File: src/design/dar_defines.svh
`ifndef DAR_DEFINES_SVH
`define DAR_DEFINES_SVH

// ----------------------------------------------------------------
// frame layout
// ----------------------------------------------------------------
`define DAR_FRAME_W        24
`define DAR_RW_BIT         23
`define DAR_DEV_HI         22
`define DAR_DEV_LO         21
`define DAR_RDA_HI         20
`define DAR_RDA_LO         16
`define DAR_CH_HI          17
`define DAR_CH_LO          16
`define DAR_SEL_HI         15
`define DAR_SEL_LO         13

// ----------------------------------------------------------------
// register select codes
// ----------------------------------------------------------------
`define DAR_SEL_SOFT       3'h4
`define DAR_SEL_BOOST      3'h3
`define DAR_SEL_RAMP       3'h0

// ----------------------------------------------------------------
// software word fields and codes
// ----------------------------------------------------------------
`define DAR_TOGGLE_BIT     12
`define DAR_CODE_HI        11
`define DAR_CODE_LO        0
`define DAR_CODE_RESET     12'h0555
`define DAR_CODE_REFRESH   12'h0195
`define DAR_STAT_TOGGLE    11

// ----------------------------------------------------------------
// boost control fields and defaults
// ----------------------------------------------------------------
`define DAR_COMP_BIT       6
`define DAR_PHASE_HI       5
`define DAR_PHASE_LO       4
`define DAR_FREQ_HI        3
`define DAR_FREQ_LO        2
`define DAR_VMAX_HI        1
`define DAR_VMAX_LO        0
`define DAR_COMP_RST       1'h0
`define DAR_PHASE_RST      2'h0
`define DAR_FREQ_RST       2'h1
`define DAR_FREQ_RSVD      2'h3
`define DAR_VMAX_RST       2'h0

// ----------------------------------------------------------------
// ramp control fields and defaults
// ----------------------------------------------------------------
`define DAR_RE_BIT         12
`define DAR_RATE_HI        6
`define DAR_RATE_LO        3
`define DAR_STEP_HI        2
`define DAR_STEP_LO        0
`define DAR_RE_RST         1'h0
`define DAR_RATE_RST       4'h0
`define DAR_STEP_RST       3'h0

// ----------------------------------------------------------------
// readback addresses
// ----------------------------------------------------------------
`define DAR_RDA_RAMP       3'h5
`define DAR_RDA_STATUS     5'h18
`define DAR_RDA_BOOST      5'h1A

// ----------------------------------------------------------------
// timing
// ----------------------------------------------------------------
`define DAR_CLK_MHZ        50
`define DAR_WD0_US         5000
`define DAR_WD1_US         10000
`define DAR_WD2_US         100000
`define DAR_WD3_US         200000
`define DAR_WD_CNT_W       24

`endif

File: src/design/dar_pkg.sv
package dar_pkg;
    typedef enum logic [1:0] {
        DAR_RD_NONE,
        DAR_RD_BOOST,
        DAR_RD_RAMP,
        DAR_RD_STATUS
    } dar_rd_t;
endpackage

File: src/design/dar_ctrl.sv
// Contract
// - select code 100 reaches software word
// - reset code in software word resets all but readback
// - missed refresh while enabled raises alert
// - toggle bit copied into status bit
// - compensation bit selects internal or external
// - phase field sets channel clock alignment
// - frequency field picks divided switching clock
// - vmax field picks boost voltage limit
// - select code 000 reaches channel ramp register
// - ramp register holds enable, rate, step
// - ramp settings independent per channel
// - read frame returns addressed register contents; an unmapped address repeats the previous readback
`include "dar_defines.svh"

module dar_ctrl #(
    parameter int unsigned WD0_CYC = `DAR_WD0_US * `DAR_CLK_MHZ,
    parameter int unsigned WD1_CYC = `DAR_WD1_US * `DAR_CLK_MHZ,
    parameter int unsigned WD2_CYC = `DAR_WD2_US * `DAR_CLK_MHZ,
    parameter int unsigned WD3_CYC = `DAR_WD3_US * `DAR_CLK_MHZ
) (
    input  wire logic                    clk,
    input  wire logic                    resetn,
    input  wire logic                    frame_valid,
    input  wire logic [`DAR_FRAME_W-1:0] frame_word,
    input  wire logic [1:0]              device_address,
    input  wire logic                    watchdog_enable,
    input  wire logic [1:0]              watchdog_select,
    output logic                         soft_reset,
    output logic                         alert,
    output logic                         status_user_toggle,
    output logic                         boost_comp_select,
    output logic [1:0]                   boost_phase_select,
    output logic [1:0]                   boost_freq_select,
    output logic [1:0]                   boost_vmax_select,
    output logic [3:0]                   ramp_enable,
    output logic [15:0]                  ramp_update_rate,
    output logic [11:0]                  ramp_step_size,
    output logic [15:0]                  readback_data,
    output logic                         readback_valid
);

    // ----------------------------------------------------------------
    // reset release
    // ----------------------------------------------------------------
    logic rst_meta;
    logic rst_n;

    always_ff @(posedge clk or negedge resetn) begin
        if (!resetn) begin
            rst_meta <= 1'b0;
            rst_n    <= 1'b0;
        end else begin
            rst_meta <= 1'b1;
            rst_n    <= rst_meta;
        end
    end

    // ----------------------------------------------------------------
    // frame decode
    // ----------------------------------------------------------------
    function automatic logic is_write(input logic [`DAR_FRAME_W-1:0] w, input logic [2:0] sel);
        is_write = !w[`DAR_RW_BIT] && (w[`DAR_SEL_HI:`DAR_SEL_LO] == sel);
    endfunction

    logic        mine;
    logic        wr_soft;
    logic        wr_boost;
    logic        wr_ramp;
    logic        rd_req;
    logic        do_reset;
    logic        do_refresh;
    logic [1:0]  ch;
    logic [15:0] data;

    assign mine       = frame_valid && (frame_word[`DAR_DEV_HI:`DAR_DEV_LO] == device_address);
    assign data       = frame_word[15:0];
    assign ch         = frame_word[`DAR_CH_HI:`DAR_CH_LO];
    assign wr_soft    = mine && is_write(frame_word, `DAR_SEL_SOFT);
    assign wr_boost   = mine && is_write(frame_word, `DAR_SEL_BOOST);
    assign wr_ramp    = mine && is_write(frame_word, `DAR_SEL_RAMP);
    assign rd_req     = mine && frame_word[`DAR_RW_BIT];
    assign do_reset   = wr_soft && (data[`DAR_CODE_HI:`DAR_CODE_LO] == `DAR_CODE_RESET);
    assign do_refresh = wr_soft && (data[`DAR_CODE_HI:`DAR_CODE_LO] == `DAR_CODE_REFRESH);

    // ----------------------------------------------------------------
    // software word, status toggle, boost control
    // ----------------------------------------------------------------
    logic       next_toggle;
    logic       next_comp;
    logic [1:0] next_phase;
    logic [1:0] next_freq;
    logic [1:0] next_vmax;

    always_comb begin
        next_toggle = status_user_toggle;
        next_comp   = boost_comp_select;
        next_phase  = boost_phase_select;
        next_freq   = boost_freq_select;
        next_vmax   = boost_vmax_select;
        if (do_reset) begin
            next_toggle = 1'b0;
            next_comp   = `DAR_COMP_RST;
            next_phase  = `DAR_PHASE_RST;
            next_freq   = `DAR_FREQ_RST;
            next_vmax   = `DAR_VMAX_RST;
        end else if (wr_soft) begin
            next_toggle = data[`DAR_TOGGLE_BIT];
        end else if (wr_boost) begin
            next_comp  = data[`DAR_COMP_BIT];
            next_phase = data[`DAR_PHASE_HI:`DAR_PHASE_LO];
            next_vmax  = data[`DAR_VMAX_HI:`DAR_VMAX_LO];
            if (data[`DAR_FREQ_HI:`DAR_FREQ_LO] != `DAR_FREQ_RSVD) begin
                next_freq = data[`DAR_FREQ_HI:`DAR_FREQ_LO];
            end
        end
    end

    always_ff @(posedge clk or negedge rst_n) begin
        if (!rst_n) begin
            status_user_toggle <= 1'b0;
            boost_comp_select  <= `DAR_COMP_RST;
            boost_phase_select <= `DAR_PHASE_RST;
            boost_freq_select  <= `DAR_FREQ_RST;
            boost_vmax_select  <= `DAR_VMAX_RST;
            soft_reset         <= 1'b0;
        end else begin
            status_user_toggle <= next_toggle;
            boost_comp_select  <= next_comp;
            boost_phase_select <= next_phase;
            boost_freq_select  <= next_freq;
            boost_vmax_select  <= next_vmax;
            soft_reset         <= do_reset;
        end
    end

    // ----------------------------------------------------------------
    // per-channel ramp control
    // ----------------------------------------------------------------
    for (genvar i = 0; i < 4; i++) begin : g_ch
        logic       next_en;
        logic [3:0] next_rate;
        logic [2:0] next_step;
        logic       hit;

        assign hit = wr_ramp && (ch == 2'(i));

        always_comb begin
            next_en   = ramp_enable[i];
            next_rate = ramp_update_rate[4*i+:4];
            next_step = ramp_step_size[3*i+:3];
            if (do_reset) begin
                next_en   = `DAR_RE_RST;
                next_rate = `DAR_RATE_RST;
                next_step = `DAR_STEP_RST;
            end else if (hit) begin
                next_en   = data[`DAR_RE_BIT];
                next_rate = data[`DAR_RATE_HI:`DAR_RATE_LO];
                next_step = data[`DAR_STEP_HI:`DAR_STEP_LO];
            end
        end

        always_ff @(posedge clk or negedge rst_n) begin
            if (!rst_n) begin
                ramp_enable[i]          <= `DAR_RE_RST;
                ramp_update_rate[4*i+:4] <= `DAR_RATE_RST;
                ramp_step_size[3*i+:3]   <= `DAR_STEP_RST;
            end else begin
                ramp_enable[i]          <= next_en;
                ramp_update_rate[4*i+:4] <= next_rate;
                ramp_step_size[3*i+:3]   <= next_step;
            end
        end
    end

    // ----------------------------------------------------------------
    // watchdog
    // ----------------------------------------------------------------
    function automatic logic [`DAR_WD_CNT_W-1:0] wd_limit(input logic [1:0] s);
        case (s)
            2'h0:    wd_limit = `DAR_WD_CNT_W'(WD0_CYC - 1);
            2'h1:    wd_limit = `DAR_WD_CNT_W'(WD1_CYC - 1);
            2'h2:    wd_limit = `DAR_WD_CNT_W'(WD2_CYC - 1);
            default: wd_limit = `DAR_WD_CNT_W'(WD3_CYC - 1);
        endcase
    endfunction

    logic [`DAR_WD_CNT_W-1:0] wd_count;
    logic [`DAR_WD_CNT_W-1:0] next_wd_count;
    logic                     next_alert;
    logic                     wd_expire;

    assign wd_expire = watchdog_enable && (wd_count >= wd_limit(watchdog_select));

    always_comb begin
        next_wd_count = wd_count + `DAR_WD_CNT_W'(1);
        next_alert    = alert;
        if (!watchdog_enable || do_refresh || do_reset || wd_expire) begin
            next_wd_count = '0;
        end
        if (do_refresh || do_reset) begin
            next_alert = 1'b0;
        end
        if (wd_expire) begin
            next_alert = 1'b1;
        end
    end

    always_ff @(posedge clk or negedge rst_n) begin
        if (!rst_n) begin
            wd_count <= '0;
            alert    <= 1'b0;
        end else begin
            wd_count <= next_wd_count;
            alert    <= next_alert;
        end
    end

    // ----------------------------------------------------------------
    // readback
    // ----------------------------------------------------------------
    logic [15:0]    next_rb_data;
    dar_pkg::dar_rd_t rd_kind;
    logic [4:0]     rda;

    assign rda = frame_word[`DAR_RDA_HI:`DAR_RDA_LO];

    always_comb begin
        rd_kind = dar_pkg::DAR_RD_NONE;
        if (rd_req) begin
            if (rda == `DAR_RDA_BOOST) begin
                rd_kind = dar_pkg::DAR_RD_BOOST;
            end else if (rda == `DAR_RDA_STATUS) begin
                rd_kind = dar_pkg::DAR_RD_STATUS;
            end else if (rda[4:2] == `DAR_RDA_RAMP) begin
                rd_kind = dar_pkg::DAR_RD_RAMP;
            end
        end
        next_rb_data = readback_data;
        case (rd_kind)
            dar_pkg::DAR_RD_BOOST: begin
                next_rb_data = {9'h000, boost_comp_select, boost_phase_select,
                                boost_freq_select, boost_vmax_select};
            end
            dar_pkg::DAR_RD_RAMP: begin
                next_rb_data = {3'h0, ramp_enable[rda[1:0]], 5'h00,
                                ramp_update_rate[4*rda[1:0]+:4], ramp_step_size[3*rda[1:0]+:3]};
            end
            dar_pkg::DAR_RD_STATUS: begin
                next_rb_data = {4'h0, status_user_toggle, 11'h000};
            end
            dar_pkg::DAR_RD_NONE: begin
                next_rb_data = readback_data;
            end
            default: begin
                next_rb_data = readback_data;
            end
        endcase
    end

    always_ff @(posedge clk or negedge rst_n) begin
        if (!rst_n) begin
            readback_data  <= 16'h0000;
            readback_valid <= 1'b0;
        end else begin
            readback_data  <= next_rb_data;
            readback_valid <= rd_req;
        end
    end
endmodule

File: config.mk
export PLATFORM = sky130hd
export DESIGN_NAME = dar_ctrl
export DESIGN_NICKNAME = d
export VERILOG_FILES = /design/src/design/dar_pkg.sv /design/src/design/dar_ctrl.sv
export VERILOG_INCLUDE_DIRS = /design/src /design/src/design
export SDC_FILE = /design/constraint.sdc
export NUM_CORES = 1
export LEC_CHECK = 0
export BUFFER_PORTS_ARGS = -buffer_cell sky130_fd_sc_hd__buf_2
export CAP_MARGIN = 20
export CELL_PAD_IN_SITES_DETAIL_PLACEMENT = 2
export CELL_PAD_IN_SITES_GLOBAL_PLACEMENT = 2
export CORE_MARGIN = 2
export CORE_UTILIZATION = 38
export CTS_CLUSTER_SIZE = 10
export DETAILED_ROUTE_END_ITERATION = 6
export GPL_TIMING_DRIVEN = 1
export HOLD_SLACK_MARGIN = 0.03
export PLACE_DENSITY_LB_ADDON = 0.1
export SLEW_MARGIN = 0
export SYNTH_ARGS = -nofsm -noshare
export SYNTH_HDL_FRONTEND = slang
export SYNTH_SLANG_ARGS = --single-unit
export TNS_END_PERCENT = 30
File: constraint.sdc
create_clock -name clk -period 4.1 [get_ports clk]
set_input_delay 0.41 -clock clk [delete_from_list [all_inputs] [get_ports clk]]
set_output_delay 0.41 -clock clk [all_outputs]
set_load 0.01 [all_outputs]
[After elaboration in Yosys (flattened, before gate mapping)]
Cells that the tools add are included.
Storage, ports and cells
  flip-flop bits (word level): 85
  bits in latches: 0
  bits in writable memories: 0
  ROM bits: 0
  bits of input ports: 32
  output and inout bits: 59
  logic and storage cells: 133
  memories kept: 0
Operators by class
  add/subtract/negate cells: 1
  multiply operators: 1
  div/mod/pow operators: 0
  magnitude comparators: 2
  equality and inequality tests: 18
  shift operators: 2
  multiplexer cells: 50
  bitwise gates (word level): 0
  reductions and logical operators: 35
Operators by type and width (number)
  one-hot mux 24 bit (3 select lines): 1
  one-hot mux 16 bit (3 select lines): 1
  two-way mux 4 bit: 8
  two-way mux 2 bit: 14
  adder 24 x 1 -> 24 bit, second input constant: 1
  greater-or-equal comparator 24 bit: 1
  two-way mux 24 bit: 1
  two-way mux 3 bit: 8
  two-way mux 1 bit: 16
  nonzero test 2 bit: 8
  variable part select 16 x 5 -> 4 bit: 1
  logical AND 1 bit: 15
  equality test 12 x 11 -> 1 bit, second input constant: 1
  equality test 12 x 9 -> 1 bit, second input constant: 1
  variable part select 12 x 5 -> 3 bit: 1
  equality test 2 bit, second input constant: 5
  equality test 5 bit, second input constant: 2
  equality test 2 x 1 -> 1 bit, second input constant: 3
  equality test 3 bit, second input constant: 2
  zero test 2 bit: 3
  logical OR 1 bit: 4
  multiplier 2 x 2 -> 4 bit, first input constant: 1
  equality test 3 x 2 -> 1 bit, second input constant: 1
  zero test 3 bit: 1
  8 further kinds: 9

[Logic depth before layout (Yosys ltp)]
Gate-level depths: netlist of the first run.
  depth in word-level cells: 8
  mapped depth: 11
  depth with buffers taken out: 9

[Least setup slack after synthesis of the first run]
No wires, ideal clock.
  kind: input-to-reg
  from: input port watchdog_select[0]
  to: register wd_count[14]
  library setup time: 0.127 ns
  arrival time: 2.328 ns
  required time: 3.973 ns
  path slack: 1.646 ns
  cell stages on the path: 10
  path buffers: 1
  cells stage by stage: inv_1 -> ha_1 -> inv_1 -> ha_1 -> or4b_4 -> a311oi_2 -> a2111oi_2 -> a211oi_4 -> buf_6 -> nor3_2
On the way
  longest elaborated chain between the ends: 6
  elaborated cells between the ends (all ways): 8
  classes of those cells: order compare: 1; eq/ne: 2; mux: 2; reduce/logical: 3
RTL lines
  start: declaration: RTL line dar_ctrl.sv:28  | input wire logic [1:0] watchdog_select,
  equality test 2 bit (tied with other cells): RTL line dar_ctrl.sv:180  | case (s)
  one-hot mux 24 bit (3 select lines) *: RTL line dar_ctrl.sv:180
  greater-or-equal comparator 24 bit *: RTL line dar_ctrl.sv:193  | assign wd_expire = watchdog_enable && (wd_count >= wd_limit(watchdog_select));
  logical AND 1 bit *: RTL line dar_ctrl.sv:193
  logical OR 1 bit *: RTL line dar_ctrl.sv:198  | if (!watchdog_enable || do_refresh || do_reset || wd_expire) begin
  two-way mux 24 bit *: RTL line dar_ctrl.sv:198
  net next_wd_count[14]: RTL line dar_ctrl.sv:189  | logic [`DAR_WD_CNT_W-1:0] next_wd_count;
  end signal: assignment: RTL line dar_ctrl.sv:214  | wd_count <= next_wd_count;
  end: declaration: RTL line dar_ctrl.sv:188  | logic [`DAR_WD_CNT_W-1:0] wd_count;
The timed path passes the listed nets; every way through them passes the cells marked *.
A chain may end at the register's enable or synchronous reset.

[Worst setup path in the final report of the first run]
  from: input port watchdog_select[0]
  to: register wd_count[2]
Same word-level chain as after synthesis.

==> results.tsv, run 1 <==
stage	metric	value	unit
route	dr.pass1.iters	6	
final_layout	nets	581	
sta	finalClockSkew	5.280	ps
outcome	status	complete, but fails checks	
final_layout	areaGrowthSynthToFinish	19.71	%
critical_path	reg2regPathDepth	7	
yosys	synthAdderAreaFrac	6.900	%
route	route.final.wire_length	13860	um
yosys	yosysWarningCount	0	
critical_path	slowest_stage	buf_4	
yosys	synth_cell_type_count	57	
critical_path	critical-path-max-stage-delay	390	ps
placed_design	routabilityCongestion	0.8038	
final_layout	fin_area	5426	um2
critical_path	crit_path_end_kind	flip-flop	
yosys	synth_common_cells	dfrtp_1, nand2_1, nor2_1	
floorplanning	io-pin-count	91	
yosys	synth_top_family_by_area	simple AND/OR/NAND/NOR gates	
global_routing	track_usage	22.53	%
sta	finalHoldViolCount	0	
sta	fmax	368.3	MHz
yosys	synth_xor_area_share	4.830	%
floorplanning	die_h	113.2	um
critical_path	r2r-end	wd_count[2]	
yosys	ys.flop_type	dfrtp_1	
flow_run	maxCapViolations	0	
global_routing	overflow	0	
placed_design	dp_slack	1054	ps
floorplanning	start_util	39.36	%
yosys	synthArstFlopShare	100.0	%
final_layout	fill_cells	1233	
critical_path	required	4310	ps
sta	tns	0	ps
floorplanning	core.rowCount	39	
outcome	violations	design-rule violations	
critical_path	cp_num_cells	11	
yosys	synthCells	440	
floorplanning	die_w	113.2	um
sta	rsz0062_at_grt	no	
route	via_count	3714	
placed_design	placed_area	5074	um2
global_routing	grt_max_degree	77	
power_and_ir_drop	leakage	2.553	nW
yosys	synth_mux_area_share	8.612	%
route	drc_errors	6	
cts	clock_latency	340	ps
cts	cts_root_buf	clkbuf_16	
cts	postCtsSetupRepairBufs	0	
yosys	synthSimpleGateAreaFrac	22.27	%
floorplanning	die_area	12820	um2
cts	cts-buffers-inserted	9	
cts	tritoncts	yes	
cts	htreeDepth	3	
yosys	avgSynthCellArea	10.30	um2
sta	worstMarginPinSlew	1040	ps
sta	finalSetupViolCount	0	
cts	path_clk_slew	60	ps
sta	finalCritPeriodShare	66.23	%
yosys	yosys_register_bits	78	
global_routing	grt_pass1_wl	22110	um
critical_path	path_delay_family	buffers and inverters	
yosys	synth.top_cell.area_share	42.51	%
final_layout	antenna_cells	0	
critical_path	path_cells	buf_2 -> inv_1 -> ha_1 -> inv_1 -> ha_1 -> nand2_1 -> a211oi_1 -> o2111ai_2 -> a211oi_4 -> buf_4 -> nor3_1	
floorplanning	fp.coreArea	11520	um2
critical_path	crit_fanout	24	
yosys	synth-seq-area-share	43.09	%
sta	report.final.slew_viol_count	0	
critical_path	start_kind	primary input	
final_layout	drive_above_1_share	28.17	%
critical_path	timing.rr.start	wd_count[15]	
critical_path	path_buf_inv	4	
yosys	synth_top_cell_by_area	dfrtp_1	
cts	clock-sinks	78	
cts	ctsLongestPathBuffers	2	
global_routing	grt_pass1_vias	3979	
global_routing	antenna_found_initial	0	
yosys	synth_compound_area_share	9.384	%
route	antenna_left	0	
critical_path	worstSetupPathType	primary input to flip-flop	
sta	worst_slack	1385	ps
placed_design	hpwlAfterDp	10210	um
worst_hold_path	hold_path_class	flip-flop to asynchronous set/reset pin	
placed_design	portBuffers	83	
yosys	synth_edf_count	0	
route	drt_iter0_drc	145	
yosys	synth_area_leaders	dfrtp_1, ha_1, mux2i_1	
route	wl_per_cell	20.62	um
critical_path	regToRegSetupSlack	1640	ps
power_and_ir_drop	power.density	375.4	nW/um2
critical_path	arrival	2920	ps
yosys	synth_area	4533	um2
sta	min_period	2715	ps
sta	slew-limit-headroom	30.50	%
yosys	synth.most_common_cell	dfrtp_1	
route	detail_route.vias_per_cell	5.527	
power_and_ir_drop	vdd_drop_max	184.6	uV
-- repair_timing --
item                                   in CTS  in global routing
resized for setup                           0                  0
endpoints found under the hold margin       2                  0
hold buffers                                1                  0
-- power by group --
part	internal [mW]	switching [mW]	leakage [nW]
logic	0.122	0.170	1.36
clock network	0.532	0.329	0.152
registers	0.836	0.0486	1.04
-- stage by stage --
stage	power (mW)	std cells	util, %	hold slack [ps]
finish	2.037	672	47.12	190.7
global route	2.133	672	47.12	209.2
CTS	2.062	671	46.88	355.7
detailed placement	1.187	654	44.06	195.7
global placement	1.174	654	44.06	194.6
floorplan	1.051	446	-	114.4
-- logic make-up after synthesis --
| logic type | Yosys count |
|---|---|
| and+or+nand+nor | 176 |
| DFF | 78 |
| AOI/OAI and AO/OA | 64 |
| buffers and inverters | 41 |
| muxes | 29 |
| adders and majority gates | 25 |
| xor gates and xnor gates | 25 |
| other | 2 |
-- routing by layer --
metal / global-route usage, % / vias to the layer above / wire length (um)
met5: 0 / - / 0
met4: 7.154 / 0 / 184
met3: 2.892 / 10 / 461
met2: 34.41 / 72 / 6391
met1: 33.34 / 1918 / 6820
li1: - / 1714 / -
-- flip-flops by register name (all words and copies together), names as in the netlist --
name / flops
alert: 1
boost_comp_select: 1
boost_freq_select: 2
boost_phase_select: 2
boost_vmax_select: 2
ramp_enable: 4
ramp_step_size: 12
ramp_update_rate: 16
readback_data: 9
readback_valid: 1
rst_meta: 1
rst_n: 1
soft_reset: 1
status_user_toggle: 1
wd_count: 24
-- cell usage in the layout (no fill, tap or decap), drive strengths merged, types with 20 or more instances in the layout --
cell    n
mux2i  21
nor3   32
o21ai  23
dfrtp  77
a21oi  20
buf    92
nand2  42
ha     25
nor2   37
-- worst max-delay path by stage --
| stage | start | endpoint |
|---|---|---|
| after floorplan | watchdog_select[0] | wd_count[14] |
| after global placement | watchdog_select[0] | wd_count[3] |
| after detailed placement | watchdog_select[0] | wd_count[2] |
| after CTS | watchdog_select[0] | wd_count[2] |
| after global routing | watchdog_select[0] | wd_count[2] |
| final | watchdog_select[0] | wd_count[2] |
-- cell type report --
type / count / area (um2) / share of cell area, %
Clock inverter: 6 / 86.33 / 1.591
Sequential cell: 78 / 1957 / 36.06
Multi-Input combinational cell: 327 / 2406 / 44.34
Tap cell: 143 / 178.9 / 3.297
Inverter: 15 / 56.30 / 1.038
Clock buffer: 10 / 229.0 / 4.220
Timing Repair Buffer: 93 / 513.0 / 9.454
Power figures use the tool's default switching activity.
==> run 2: changes to the inputs <==
- CORE_UTILIZATION: 38 -> 31
- clock period: 4.1 -> 2.2 ns (I/O delays scaled with it)
==> run 2 against run 1 <==
Compared with the run above:
- the flow finishes with violations (negative setup slack)
- via count rose by 3.4%
- worst setup slack got worse by 1500 ps
- combinational power rose by 100%
- clock skew rose by 3.9 ps
- sequential power rose by 88%
- non-clock buffer count rose by 39
- die area rose by 22%
- critical path depth fell by 3
- final area rose by 9.1%
- critical path type is now flip-flop to flip-flop
- largest power group unchanged
- register-to-register slack got worse by 1800 ps
==> results.tsv, run 2 (same netlist as run 1, synthesis figures left out) <==
stage	metric	value	unit
outcome	status	complete, but fails checks	
outcome	violations	negative setup slack	
sta	rsz0062_at_grt	yes	
flow_run	maxCapViolations	0	
power_and_ir_drop	leakage	2.771	nW
route	drc_errors	0	
placed_design	routabilityCongestion	0.7904	
floorplanning	io-pin-count	91	
critical_path	crit_path_end_kind	flip-flop	
global_routing	antenna_found_initial	0	
cts	ctsLongestPathBuffers	2	
floorplanning	core.rowCount	44	
final_layout	areaGrowthSynthToFinish	30.55	%
critical_path	required	2420	ps
route	route.final.wire_length	15470	um
final_layout	largest_reg_flops	24	
critical_path	crit_fanout	6	
cts	clock_latency	350	ps
global_routing	grt_pass1_wl	24500	um
power_and_ir_drop	vdd_drop_max	281.8	uV
sta	tns	-2458	ps
placed_design	placed_area	5431	um2
final_layout	fin_area	5918	um2
route	drt_iter0_drc	100	
floorplanning	start_util	31.43	%
final_layout	nets	620	
route	detail_route.vias_per_cell	5.113	
floorplanning	die_h	124.9	um
power_and_ir_drop	finalPower	3.890	mW
sta	finalCritPeriodShare	105.2	%
floorplanning	die_area	15610	um2
cts	clock-sinks	78	
cts	cts_root_buf	clkbuf_16	
cts	htreeDepth	3	
final_layout	mostFrequentLayoutCell	buf_2	
sta	min_period	2314	ps
route	antenna_left	0	
sta	report.final.slew_viol_count	0	
critical_path	worstSetupPathType	flip-flop to flip-flop	
cts	tritoncts	yes	
global_routing	grt_max_degree	48	
sta	finalSetupViolCount	25	
final_layout	top_register	wd_count	
placed_design	hpwlAfterDp	11240	um
global_routing	grt_pass1_vias	4239	
power_and_ir_drop	power.density	657.4	nW/um2
route	wl_per_cell	20.59	um
route	via_count	3840	
floorplanning	die_w	124.9	um
route	dr.pass1.iters	4	
critical_path	arrival	2540	ps
sta	holdWs	184.6	ps
global_routing	track_usage	20.21	%
sta	finalHoldViolCount	0	
cts	path_clk_slew	60	ps
cts	cts-buffers-inserted	9	
placed_design	portBuffers	83	
critical_path	start_kind	flip-flop	
global_routing	overflow	0	
final_layout	antenna_cells	0	
floorplanning	fp.coreArea	14420	um2
sta	finalClockSkew	9.201	ps
sta	fmax	432.1	MHz
final_layout	reg.largest.list	wd_count (24), ramp_update_rate (16), ramp_step_size (12)	
final_layout	layout_common_cells	buf_2, dfrtp_1, nand2_1, buf_4, nor2_1	
sta	worst_slack	-114.4	ps
worst_hold_path	hold_path_class	primary input to asynchronous set/reset pin	
final_layout	drive_above_1_share	34.92	%
final_layout	fin_util	41.03	%
## run 2: final timing paths
check	startpoint	to	slack, ps	depth (start not counted)
max in group asynchronous	rst_n	boost_freq_select[0]	1240	1
min	resetn	rst_meta	180	2
min in group clk	frame_word[12]	status_user_toggle	190	3
min reg2reg	rst_n	wd_count[15]	290	0
max reg2reg	wd_count[8]	wd_count[3]	-110	8
max	wd_count[8]	wd_count[3]	-110	8
## run 2: repair_timing
action | in CTS | in global routing
hold buffers | 1 | 0
hold endpoints to repair | 2 | 0
setup buffers | 0 | 3
setup endpoints to repair | 15 | 25
pin swaps | 0 | 5
cloned | 0 | 2
resized for setup | 6 | 19
## run 2: critical path: stages (launching register included)
cell and delay (ps):
dfrtp_1 390, ha_1 190, or4b_4 480, a311oi_4 410, a2111oi_4 80, a211oi_4 280, buf_6 160, buf_6 130
nor3_1 60
## run 2: final cells by class
| type | instances | area, um2 |
|---|---|---|
| Tap cell | 184 | 230.2 |
| Inverter | 15 | 56.30 |
| Sequential cell | 78 | 1957 |
| Clock buffer | 10 | 239.0 |
| Timing Repair Buffer | 132 | 845.8 |
| Fill cell | 1573 | 8506 |
| Clock inverter | 5 | 83.83 |
| Multi-Input combinational cell | 327 | 2506 |
## run 2: layer usage
| metal | wire (um) | track usage [%] | vias up | share of wire, % |
|---|---|---|---|---|
| met1 | 7473 | 28.69 | 1969 | 48 |
| met3 | 422 | 2.878 | 12 | 2.7 |
| met5 | 0 | 0 | - | 0 |
| met4 | 187 | 5.882 | 0 | 1.2 |
| met2 | 7382 | 32.30 | 72 | 48 |
| li1 | - | - | 1787 | - |
## run 2: per-stage QoR
step           std cells  setup slack [ps]
6_report             751            -114.4
5_1_grt              751            -174.4
4_1_cts              746             2.671
3_5_place_dp         730            -692.1
3_3_place_gp         730            -616.9
2_1_floorplan        446            -64.39
## run 2: power breakdown
group	switching (mW)	total [mW]	leakage [nW]	internal (mW)
clock network	0.625	1.65	0.151	1.02
logic	0.333	0.587	1.58	0.254
registers	0.100	1.66	1.04	1.56
